===== src/include/esm_pkg.sv =====
/*
 * Constants, register map and state type for the scrubbing ECC memory timing controller.
 * Assumes a 25 MHz pclk and a 32-bit APB register port.
 */
package esm_pkg;
	localparam logic [7:0]  ESM_CTRL_OFS     = 8'h00;
	localparam logic [7:0]  ESM_STAT_OFS     = 8'h04;
	localparam logic [7:0]  ESM_SCRUB_OFS    = 8'h08;
	localparam logic [7:0]  ESM_FIX_OFS      = 8'h0c;
	localparam int          CTRL_SCRUB_BIT   = 0;
	localparam int          CTRL_COE_BIT     = 1;
	localparam logic [1:0]  CTRL_RESET       = 2'h1;
	localparam logic [2:0]  CNT_ACK          = 3'h2;
	localparam logic [2:0]  CNT_ACCESS_LAST  = 3'h3;
	localparam logic [2:0]  CNT_CORRECT_LAST = 3'h2;
	localparam logic [2:0]  CNT_REFRESH_LAST = 3'h2;
	localparam logic [2:0]  CNT_DECIDE       = 3'h3;
	localparam logic [2:0]  CNT_SCRUB_WR     = 3'h4;
	localparam logic [2:0]  CNT_SCRUB_LAST   = 3'h5;
	localparam longint      SWEEP_TIME_US    = 64'd16384000;
	localparam longint      CLK_MHZ          = 64'd25;
	localparam longint      SWEEP_LOCATIONS  = 64'd1048576;
	localparam logic [8:0]  REF_INTERVAL_CYC = 9'(SWEEP_TIME_US * CLK_MHZ / SWEEP_LOCATIONS);
	localparam int          LOC_W            = 20;
	typedef enum logic [2:0] {
		ST_IDLE, ST_RAS_DLY, ST_ACCESS_CHK, ST_WRITE, ST_READ, ST_CORRECT, ST_REFRESH
	} esm_state_type;
endpackage


===== src/core/esm_timing_ctrl.sv =====
/*
 * Timing controller for a flow-through ECC DRAM system with refresh scrubbing and
 * correct-only-on-error mode, plus an APB register port.
 * Assumes synchronous processor inputs, an external DRAM controller and two ECC units.
 */
`timescale 1ns/1ps
module esm_timing_ctrl
	import esm_pkg::*;
(
	// Clock and reset
	input  wire logic        pclk,
	input  wire logic        presetn,
	// APB slave
	input  wire logic        psel,
	input  wire logic        penable,
	input  wire logic        pwrite,
	input  wire logic [7:0]  paddr,
	input  wire logic [31:0] pwdata,
	output logic [31:0]      prdata,
	output logic             pready,
	output logic             pslverr,
	// Processor bus
	input  wire logic        cpu_address_strobe,
	input  wire logic        mem_select_n,
	input  wire logic        cpu_read,
	output logic             transfer_acknowledge_n,
	output logic             cpu_bus_fault_n,
	output logic             cpu_halt_n,
	// DRAM controller
	output logic             ras_request_n,
	output logic             addr_latch_en,
	output logic             refresh_mode,
	output logic             refresh_done_n,
	// Access correction unit
	input  wire logic        access_err_n,
	output logic             acc_dir,
	output logic             acc_oe_n,
	output logic             acc_latch_en,
	output logic             correct_mode_select,
	// Scrubbing correction unit
	output logic             scr_dir,
	output logic             scr_oe_n
);
	esm_state_type    state_d, state_q;
	logic [2:0]       cnt;
	logic             cnt_clr;
	logic             ref_pend_d, ref_pend_q;
	logic             served_d, served_q;
	logic             scrub_wr_d, scrub_wr_q;
	logic [1:0]       ctrl_d, ctrl_q;
	logic [15:0]      scrub_fix_d, scrub_fix_q;
	logic [15:0]      read_fix_d, read_fix_q;
	logic [15:0]      sweeps_d, sweeps_q;
	logic             tick, wrap, acc_pend, scrub_en, coe_mode;
	logic [LOC_W-1:0] location;
	logic             ras_n_d, alatch_d, rmode_d, rdone_n_d, ack_n_d, fault_n_d;
	logic             adir_d, aoe_n_d, ale_d, correct_mode_select_d, sdir_d, soe_n_d;
	logic             ras_n_q, alatch_q, rmode_q, rdone_n_q, ack_n_q, fault_n_q, halt_n_q;
	logic             adir_q, aoe_n_q, ale_q, correct_mode_select_q, sdir_q, soe_n_q;
	logic [31:0]      prdata_d, prdata_q;
	logic             pready_d, pready_q, pslverr_d, pslverr_q, apb_wr;

	assign scrub_en = ctrl_q[CTRL_SCRUB_BIT];
	assign coe_mode = ctrl_q[CTRL_COE_BIT];
	assign acc_pend = cpu_address_strobe && !mem_select_n && !served_q;

	esm_cycle_counter u_cnt (
		.pclk    (pclk),
		.presetn (presetn),
		.clear   (cnt_clr),
		.count   (cnt)
	);

	esm_sweep_timer u_sweep (
		.pclk          (pclk),
		.presetn       (presetn),
		.refresh_taken (state_q == ST_REFRESH && cnt == 3'h0),
		.refresh_tick  (tick),
		.sweep_wrap    (wrap),
		.location      (location)
	);

	// Sequencer
	always_comb begin
		state_d    = state_q;
		scrub_wr_d = scrub_wr_q;
		ref_pend_d = ref_pend_q;
		if (state_q == ST_REFRESH && cnt == 3'h0) begin
			ref_pend_d = 1'b0;
		end
		if (tick) begin
			ref_pend_d = 1'b1;
		end
		served_d = served_q;
		if (!cpu_address_strobe) begin
			served_d = 1'b0;
		end else if (!ack_n_d) begin
			served_d = 1'b1;
		end
		case (state_q)
			ST_IDLE: begin
				state_d = ST_RAS_DLY;
			end
			ST_RAS_DLY, ST_ACCESS_CHK: begin
				if (ref_pend_q) begin
					state_d    = ST_REFRESH;
					scrub_wr_d = 1'b0;
				end else if (acc_pend) begin
					state_d = cpu_read ? ST_READ : ST_WRITE;
				end else begin
					state_d = ST_IDLE;
				end
			end
			ST_WRITE: begin
				if (cnt == CNT_ACCESS_LAST) begin
					state_d = ST_ACCESS_CHK;
				end
			end
			ST_READ: begin
				if (cnt == CNT_ACCESS_LAST) begin
					state_d = access_err_n ? ST_ACCESS_CHK : ST_CORRECT;
				end
			end
			ST_CORRECT: begin
				if (cnt == CNT_CORRECT_LAST) begin
					state_d = ST_ACCESS_CHK;
				end
			end
			ST_REFRESH: begin
				if (scrub_en && cnt == CNT_DECIDE) begin
					scrub_wr_d = !access_err_n;
				end
				if (cnt == (scrub_en ? CNT_SCRUB_LAST : CNT_REFRESH_LAST)) begin
					state_d = ST_ACCESS_CHK;
				end
			end
			default: begin
				state_d = ST_IDLE;
			end
		endcase
		cnt_clr = (state_d != state_q);
	end

	always_ff @(posedge pclk or negedge presetn) begin
		if (!presetn) begin
			state_q    <= ST_IDLE;
			ref_pend_q <= 1'b0;
			served_q   <= 1'b0;
			scrub_wr_q <= 1'b0;
		end else begin
			state_q    <= state_d;
			ref_pend_q <= ref_pend_d;
			served_q   <= served_d;
			scrub_wr_q <= scrub_wr_d;
		end
	end

	// Control outputs
	always_comb begin
		ras_n_d   = 1'b1;
		alatch_d  = 1'b1;
		rmode_d   = 1'b0;
		rdone_n_d = 1'b1;
		ack_n_d   = 1'b1;
		adir_d    = 1'b1;
		aoe_n_d   = 1'b1;
		ale_d     = 1'b0;
		correct_mode_select_d    = !coe_mode;
		sdir_d    = 1'b1;
		soe_n_d   = 1'b1;
		case (state_q)
			ST_WRITE: begin
				adir_d  = 1'b0;
				aoe_n_d = 1'b0;
				ras_n_d = (cnt == 3'h0);
				ack_n_d = (cnt != CNT_ACK);
				correct_mode_select_d  = !coe_mode;
			end
			ST_READ: begin
				aoe_n_d  = (cnt == 3'h0);
				ras_n_d  = (cnt == 3'h0);
				ack_n_d  = (cnt != CNT_ACK);
				ale_d    = (cnt == CNT_ACCESS_LAST);
				alatch_d = access_err_n;
				correct_mode_select_d   = !coe_mode;
			end
			ST_CORRECT: begin
				adir_d   = 1'b0;
				aoe_n_d  = 1'b0;
				ras_n_d  = 1'b0;
				alatch_d = 1'b0;
				correct_mode_select_d   = 1'b1;
			end
			ST_REFRESH: begin
				rmode_d   = 1'b1;
				ras_n_d   = (cnt > CNT_REFRESH_LAST);
				aoe_n_d   = 1'b1;
				soe_n_d   = !scrub_en;
				sdir_d    = !(scrub_wr_q && cnt >= CNT_SCRUB_WR);
				rdone_n_d = (cnt != (scrub_en ? CNT_SCRUB_LAST : CNT_REFRESH_LAST));
			end
			default: begin
				ras_n_d = 1'b1;
			end
		endcase
		// Read-direction error reaches the processor only when correction is deferred
		fault_n_d = !(coe_mode && ((adir_q && !access_err_n && state_q == ST_READ)
			|| state_q == ST_CORRECT));
	end

	always_ff @(posedge pclk or negedge presetn) begin
		if (!presetn) begin
			ras_n_q   <= 1'b1;
			alatch_q  <= 1'b1;
			rmode_q   <= 1'b0;
			rdone_n_q <= 1'b1;
			ack_n_q   <= 1'b1;
			fault_n_q <= 1'b1;
			halt_n_q  <= 1'b1;
			adir_q    <= 1'b1;
			aoe_n_q   <= 1'b1;
			ale_q     <= 1'b0;
			correct_mode_select_q    <= 1'b0;
			sdir_q    <= 1'b1;
			soe_n_q   <= 1'b1;
		end else begin
			ras_n_q   <= ras_n_d;
			alatch_q  <= alatch_d;
			rmode_q   <= rmode_d;
			rdone_n_q <= rdone_n_d;
			ack_n_q   <= ack_n_d;
			fault_n_q <= fault_n_d;
			halt_n_q  <= fault_n_d;
			adir_q    <= adir_d;
			aoe_n_q   <= aoe_n_d;
			ale_q     <= ale_d;
			correct_mode_select_q    <= correct_mode_select_d;
			sdir_q    <= sdir_d;
			soe_n_q   <= soe_n_d;
		end
	end

	// Register port and event counters
	always_comb begin
		apb_wr      = psel && penable && pready_q && pwrite;
		ctrl_d      = (apb_wr && paddr == ESM_CTRL_OFS) ? pwdata[1:0] : ctrl_q;
		scrub_fix_d = (state_q == ST_REFRESH && cnt == CNT_SCRUB_WR && scrub_wr_q)
			? 16'(scrub_fix_q + 16'h1) : scrub_fix_q;
		read_fix_d  = (state_q != ST_CORRECT && state_d == ST_CORRECT)
			? 16'(read_fix_q + 16'h1) : read_fix_q;
		sweeps_d    = wrap ? 16'(sweeps_q + 16'h1) : sweeps_q;
		pready_d    = psel && !penable;
		pslverr_d   = 1'b0;
		prdata_d    = 32'h0;
		if (psel && !penable) begin
			case (paddr)
				ESM_CTRL_OFS:  prdata_d = {30'h0, ctrl_q};
				ESM_STAT_OFS:  prdata_d = {7'h0, location, ref_pend_q, 1'b0, state_q};
				ESM_SCRUB_OFS: prdata_d = {sweeps_q, scrub_fix_q};
				ESM_FIX_OFS:   prdata_d = {16'h0, read_fix_q};
				default:       pslverr_d = 1'b1;
			endcase
		end
	end

	always_ff @(posedge pclk or negedge presetn) begin
		if (!presetn) begin
			ctrl_q      <= CTRL_RESET;
			scrub_fix_q <= 16'h0;
			read_fix_q  <= 16'h0;
			sweeps_q    <= 16'h0;
			prdata_q    <= 32'h0;
			pready_q    <= 1'b0;
			pslverr_q   <= 1'b0;
		end else begin
			ctrl_q      <= ctrl_d;
			scrub_fix_q <= scrub_fix_d;
			read_fix_q  <= read_fix_d;
			sweeps_q    <= sweeps_d;
			prdata_q    <= prdata_d;
			pready_q    <= pready_d;
			pslverr_q   <= pslverr_d;
		end
	end

	assign prdata                 = prdata_q;
	assign pready                 = pready_q;
	assign pslverr                = pslverr_q;
	assign transfer_acknowledge_n = ack_n_q;
	assign cpu_bus_fault_n        = fault_n_q;
	assign cpu_halt_n             = halt_n_q;
	assign ras_request_n          = ras_n_q;
	assign addr_latch_en          = alatch_q;
	assign refresh_mode           = rmode_q;
	assign refresh_done_n         = rdone_n_q;
	assign acc_dir                = adir_q;
	assign acc_oe_n               = aoe_n_q;
	assign acc_latch_en           = ale_q;
	assign correct_mode_select    = correct_mode_select_q;
	assign scr_dir                = sdir_q;
	assign scr_oe_n               = soe_n_q;
endmodule


===== src/core/esm_cycle_counter.sv =====
/*
 * Three-bit cycle counter with synchronous clear, numbering the counts of each cycle.
 * Assumes clear is raised on every state change.
 */
`timescale 1ns/1ps
module esm_cycle_counter
	import esm_pkg::*;
(
	// Clock and reset
	input  wire logic       pclk,
	input  wire logic       presetn,
	// Control
	input  wire logic       clear,
	output logic [2:0]      count
);
	logic [2:0] count_d;
	logic [2:0] count_q;

	always_comb begin
		count_d = clear ? 3'h0 : 3'(count_q + 3'h1);
	end

	always_ff @(posedge pclk or negedge presetn) begin
		if (!presetn) begin
			count_q <= 3'h0;
		end else begin
			count_q <= count_d;
		end
	end

	assign count = count_q;
endmodule


===== src/core/esm_sweep_timer.sv =====
/*
 * Refresh pacing timer and scrub location counter; one refresh per interval covers
 * every location once per sweep.
 * Assumes each tick is served by exactly one refresh.
 */
`timescale 1ns/1ps
module esm_sweep_timer
	import esm_pkg::*;
(
	// Clock and reset
	input  wire logic             pclk,
	input  wire logic             presetn,
	// Pacing
	input  wire logic             refresh_taken,
	output logic                  refresh_tick,
	output logic                  sweep_wrap,
	output logic [LOC_W-1:0]      location
);
	logic [8:0]       timer_d, timer_q;
	logic             tick_d, tick_q;
	logic [LOC_W-1:0] loc_d, loc_q;
	logic             wrap_d, wrap_q;

	always_comb begin
		tick_d  = (timer_q == 9'(REF_INTERVAL_CYC - 9'h1));
		timer_d = tick_d ? 9'h0 : 9'(timer_q + 9'h1);
		loc_d   = refresh_taken ? LOC_W'(loc_q + 1'b1) : loc_q;
		wrap_d  = refresh_taken && (loc_q == {LOC_W{1'b1}});
	end

	always_ff @(posedge pclk or negedge presetn) begin
		if (!presetn) begin
			timer_q <= 9'h0;
			tick_q  <= 1'b0;
			loc_q   <= '0;
			wrap_q  <= 1'b0;
		end else begin
			timer_q <= timer_d;
			tick_q  <= tick_d;
			loc_q   <= loc_d;
			wrap_q  <= wrap_d;
		end
	end

	assign refresh_tick = tick_q;
	assign sweep_wrap   = wrap_q;
	assign location     = loc_q;
endmodule


===== config.mk =====
export PLATFORM = sky130hd
export DESIGN_NAME = esm_timing_ctrl
export DESIGN_NICKNAME = d
export VERILOG_FILES = /design/src/include/esm_pkg.sv /design/src/core/esm_timing_ctrl.sv /design/src/core/esm_cycle_counter.sv /design/src/core/esm_sweep_timer.sv
export SDC_FILE = /design/constraint.sdc
export NUM_CORES = 1
export LEC_CHECK = 0
export BUFFER_PORTS_ARGS = -buffer_cell sky130_fd_sc_hd__buf_2
export CORE_MARGIN = 8
export CORE_UTILIZATION = 49
export DETAILED_ROUTE_END_ITERATION = 16
export PLACE_DENSITY = 0.7
export SKIP_LAST_GASP = 1
export SYNTH_ARGS = -nofsm -noshare
export SYNTH_HDL_FRONTEND = slang
export SYNTH_SLANG_ARGS = --single-unit

===== constraint.sdc =====
create_clock -name pclk -period 5.4 [get_ports pclk]
set_input_delay 0.81 -clock pclk [delete_from_list [all_inputs] [get_ports pclk]]
set_output_delay 0.81 -clock pclk [all_outputs]
set_load 0.03 [all_outputs]

==> metrics.sh <==
RUN_STATUS='complete, no violations'
PORT_BUFFERS=65
SYNTHFLOPTYPE='dfrtp_1'
LAYOUT-DRIVE-GT1-SHARE_PCT=21.90
DIE_H_UM=128.4
SLEW-LIMIT-HEADROOM_PCT=42.57
MAX_FREQ_GHz=0.3896
TIMING.CLOCK.SKEW_NS=0.009069
SYN-MEAN-INSTANCE-AREA_UM2=11.34
HOLD_END='ref_pend_q'
SYN-NUM-NETS=605
DRC_ERRORS=0
MAX-CLOCK-PATH-BUFFERS=2
DR.FIRST_ITER.DRC_COUNT=298
DETAIL_ROUTE.VIAS_PER_CELL=5.507
CTS_MADE_BUFFERS=17
SLEW_VIOL_FINAL=0
SYNTHTOLAYOUTAREAGROWTH_PCT=17.38
P_INT_mW=1.983
HOLD_PATH_CLASS='reg2reg'
FINAL_CELL_MIX='126 x dfrtp_1, 64 x buf_2, 52 x xnor2_1'
COMB_POWER_SHARE_PCT=12.0
POST_CTS_HOLD_BUFFER_COUNT=0
SYNTH-EDFF-COUNT=0
CRITICAL_PATH_REQUIRED_NS=5.73
CLOCKROOTBUFFER='clkbuf_16'
REGISTER_TO_REGISTER_PATH_DEPTH=6
HTREEDEPTH=4
DR_TOTAL_VIAS=4367
FINALWORSTPATHREQUIREDPERIOD_NS=2.567
GRT_START_MAX_NET_PINS=70
SYNTH-SEQ-AREA-SHARE_PCT=55.16
INITIAL_CORE_UTIL_PCT=49.67
FIRSTDRTPASSITERS=5
GLOBALPLACE.CONGESTION=0.8340
FIN_NETS=668
POST-DP-HPWL_MM=9.010
SYNTH_SEQ_CELLS=136
CRITICAL_PATH.ENDPOINT_TYPE='register'
TRACK_USAGE_PCT=16.99
SORT_OF_ELEMENT_AT_THE_START_OF_THE_CRITICAL_PATH='register'
DETAILEDPLACE.WORSTSLACK_NS=2.827
DRV.MAX_CAP_VIOLATION_COUNT=0
TIMING.FINAL.CRIT_SHARE_PCT=47.53
NUMBER_OF_GATES_RESIZED_AFTER_CTS=0
FIN_SETUP_TNS_NS=0
GRT-OVFL-TOTAL=0
GRT_ANTENNA_BEFORE_REPAIR=0
COREAREA_MM2=0.01247
FINAL-HOLD-VIOLATION-COUNT=0
GRT_SETUP_UNREPAIRED='false'
HOLD_PATH_DEPTH=1
CTS.SINK_COUNT=136
DIE_AREA_MM2=0.01649
SYNTHARSTFLOPSHARE_PCT=100.0
WORST_SLACK_NS=2.833
REG2REG_FROM='u_cnt.count[0]'
LEADING_CELL_TYPE_IN_THE_LAYOUT_FILL_AND_TAPS_EXCLUDED='dfrtp_1'
WORST-ENDPOINT-ARRIVAL_NS=2.90
SWITCHING_SHARE_PCT=25.54
DESIGN_POWER_TOTAL_mW=2.663
R2R-END='read_fix_q[5]'
POST_CTS_REPAIR_SETUP_BUFFERS=0
ROUTE.DETAILED.WL_PER_INST_UM=16.32
CRITPATHMAXFANOUT=7
WORST_SKEW_PAIR.LATE_LATENCY_NS=0.42
WIRELENGTH_MM=12.94
POWER.CLOCK.FRACTION_PCT=44.8
NUMBER_OF_WARNINGS_PRINTED_DURING_YOSYS_SYNTHESIS=0
POWER_LEAKAGE_nW=3.453
NUMBER_OF_SETUP_VIOLATIONS_IN_THE_FINAL_REPORT=0
POWER.SHARE.SEQUENTIAL_PCT=43.2
SYNTH.DISTINCT_CELLS=52
ROUTE.ANTENNA.REMAINING_NETS=0
IOS=96
SYN_INST=546
DIE_W_UM=128.4
WORST_SLEW_PIN_SLEW_NS=0.8593
FLOORPLAN.ROWS=41
HOLDCRITSTARTPOINT='u_sweep.refresh_tick'
INSERTEDDIODECOUNT=0
SWITCHING_POWER_uW=680.2
WIRE_LENGTH_OF_THE_FIRST_GLOBAL_ROUTING_PASS_MM=21.90
PEAK_VDD_IR_V=0.0002593
REG2REG_SETUP_SLACK_NS=2.83
SETUP.WORST_PATH.CLASS='reg2reg'
P_PER_AREA_mW_PER_MM2=366.3
CLK_PIN_SLEW_WORST_PATHS_NS=0.05
FIRST_GLOBAL_VIAS=4498
CTS_TREE='done'
CELL_AREA_AFTER_SYNTHESIS_MM2=0.006192
-- cells by family after synthesis --
group,after synthesis,share of synthesized area (%)
AND/OR/NAND/NOR,213,19.44
flip-flops,136,55.16
XOR/XNOR,71,10.04
AO/OA/AOI/OAI,58,6.587
buffers and inverters,36,2.384
multiplexers,22,4.365
adder cells (fa/ha/maj),10,2.021
-- cells in the mapped netlist (3+ instances only) --
cell type,number,area share (%)
nor2b_1,6,0.61
inv_1,12,0.73
nor4_1,3,0.30
dfrtp_1,126,51
nand2_1,31,1.9
a22oi_1,24,2.9
a21oi_1,4,0.32
clkbuf_1,12,0.73
ha_1,10,2.0
nand4_1,24,2.4
and4_1,6,0.85
and3_1,27,2.7
dfstp_2,10,4.2
a211oi_1,3,0.36
mux2_2,20,3.6
buf_2,7,0.57
and3b_1,3,0.42
nand2b_1,9,0.91
nor3_4,3,0.79
buf_1,4,0.24
nor2_1,46,2.8
o21ai_0,11,0.89
xnor2_1,52,7.4
nor3_1,8,0.65
xor2_1,19,2.7
nand3_1,33,2.7
-- worst max-delay path: stages (launching register included) --
cell and delay [ns]:
dfrtp_1 0.49, ha_1 0.20, ha_1 0.29, nor3b_1 0.67
and3_1 0.45, and3_1 0.22, xor2_1 0.17
-- flip-flops by register name (all words and copies together), names as in the netlist, 2 cells and up --
name	flops
prdata	32
u_sweep.location	20
read_fix_q	16
scrub_fix_q	16
sweeps_q	16
u_sweep.timer_q	9
state_q	3
u_cnt.count	3
ctrl_q	2
-- per-layer routing --
| layer | global-route usage [%] | up-vias | part of all wire (%) |
|---|---|---|---|
| li1 | - | 2062 | - |
| met1 | 20.05 | 2156 | 42 |
| met2 | 27.73 | 129 | 50 |
| met3 | 6.206 | 20 | 7.2 |
| met4 | 6.713 | 0 | 1.2 |
| met5 | 0 | - | 0 |
-- worst max-delay path by stage --
stage / start / end / slack (ns) / cells past startpoint
after floorplan: mem_select_n / u_cnt.count[0] / 3.35 / 4
after global placement: paddr[5] / prdata[5] / 2.87 / 5
after detailed placement: paddr[5] / prdata[4] / 2.83 / 5
after CTS: u_cnt.count[0] / read_fix_q[5] / 2.87 / 6
after global routing: u_cnt.count[0] / read_fix_q[5] / 2.63 / 6
final: u_cnt.count[0] / read_fix_q[5] / 2.83 / 6
-- per-stage QoR --
stage	area [µm²]	util, %	cells	hold WS (ns)
global route	7268	58.31	793	0.4548
finish	7268	58.31	793	0.4320
detailed placement	6655	53.39	762	0.4280
CTS	7268	58.31	793	0.4410
floorplan	6192	-	546	0.4084
global placement	6655	53.39	762	0.4137
-- final cells by class --
type | instances | area (µm²)
fillers | 1036 | 5197
flip-flops and latches | 136 | 3416
multi-input cells | 374 | 2629
clock buffers | 23 | 467.9
repair buffers | 68 | 350.3
well taps | 172 | 215.2
clock inverters | 8 | 145.1
inverters | 12 | 45.04
-- power by group through the flow --
stage	Clock (mW)	Sequential (mW)	Combinational, mW
2_1_floorplan	0	1.14	0.243
3_3_place_gp	0	1.16	0.311
3_5_place_dp	0	1.16	0.321
4_1_cts	1.22	1.15	0.322
5_1_grt	1.26	1.16	0.357
6_report	1.19	1.15	0.320
No activity file was read; power rests on OpenSTA's default activity.
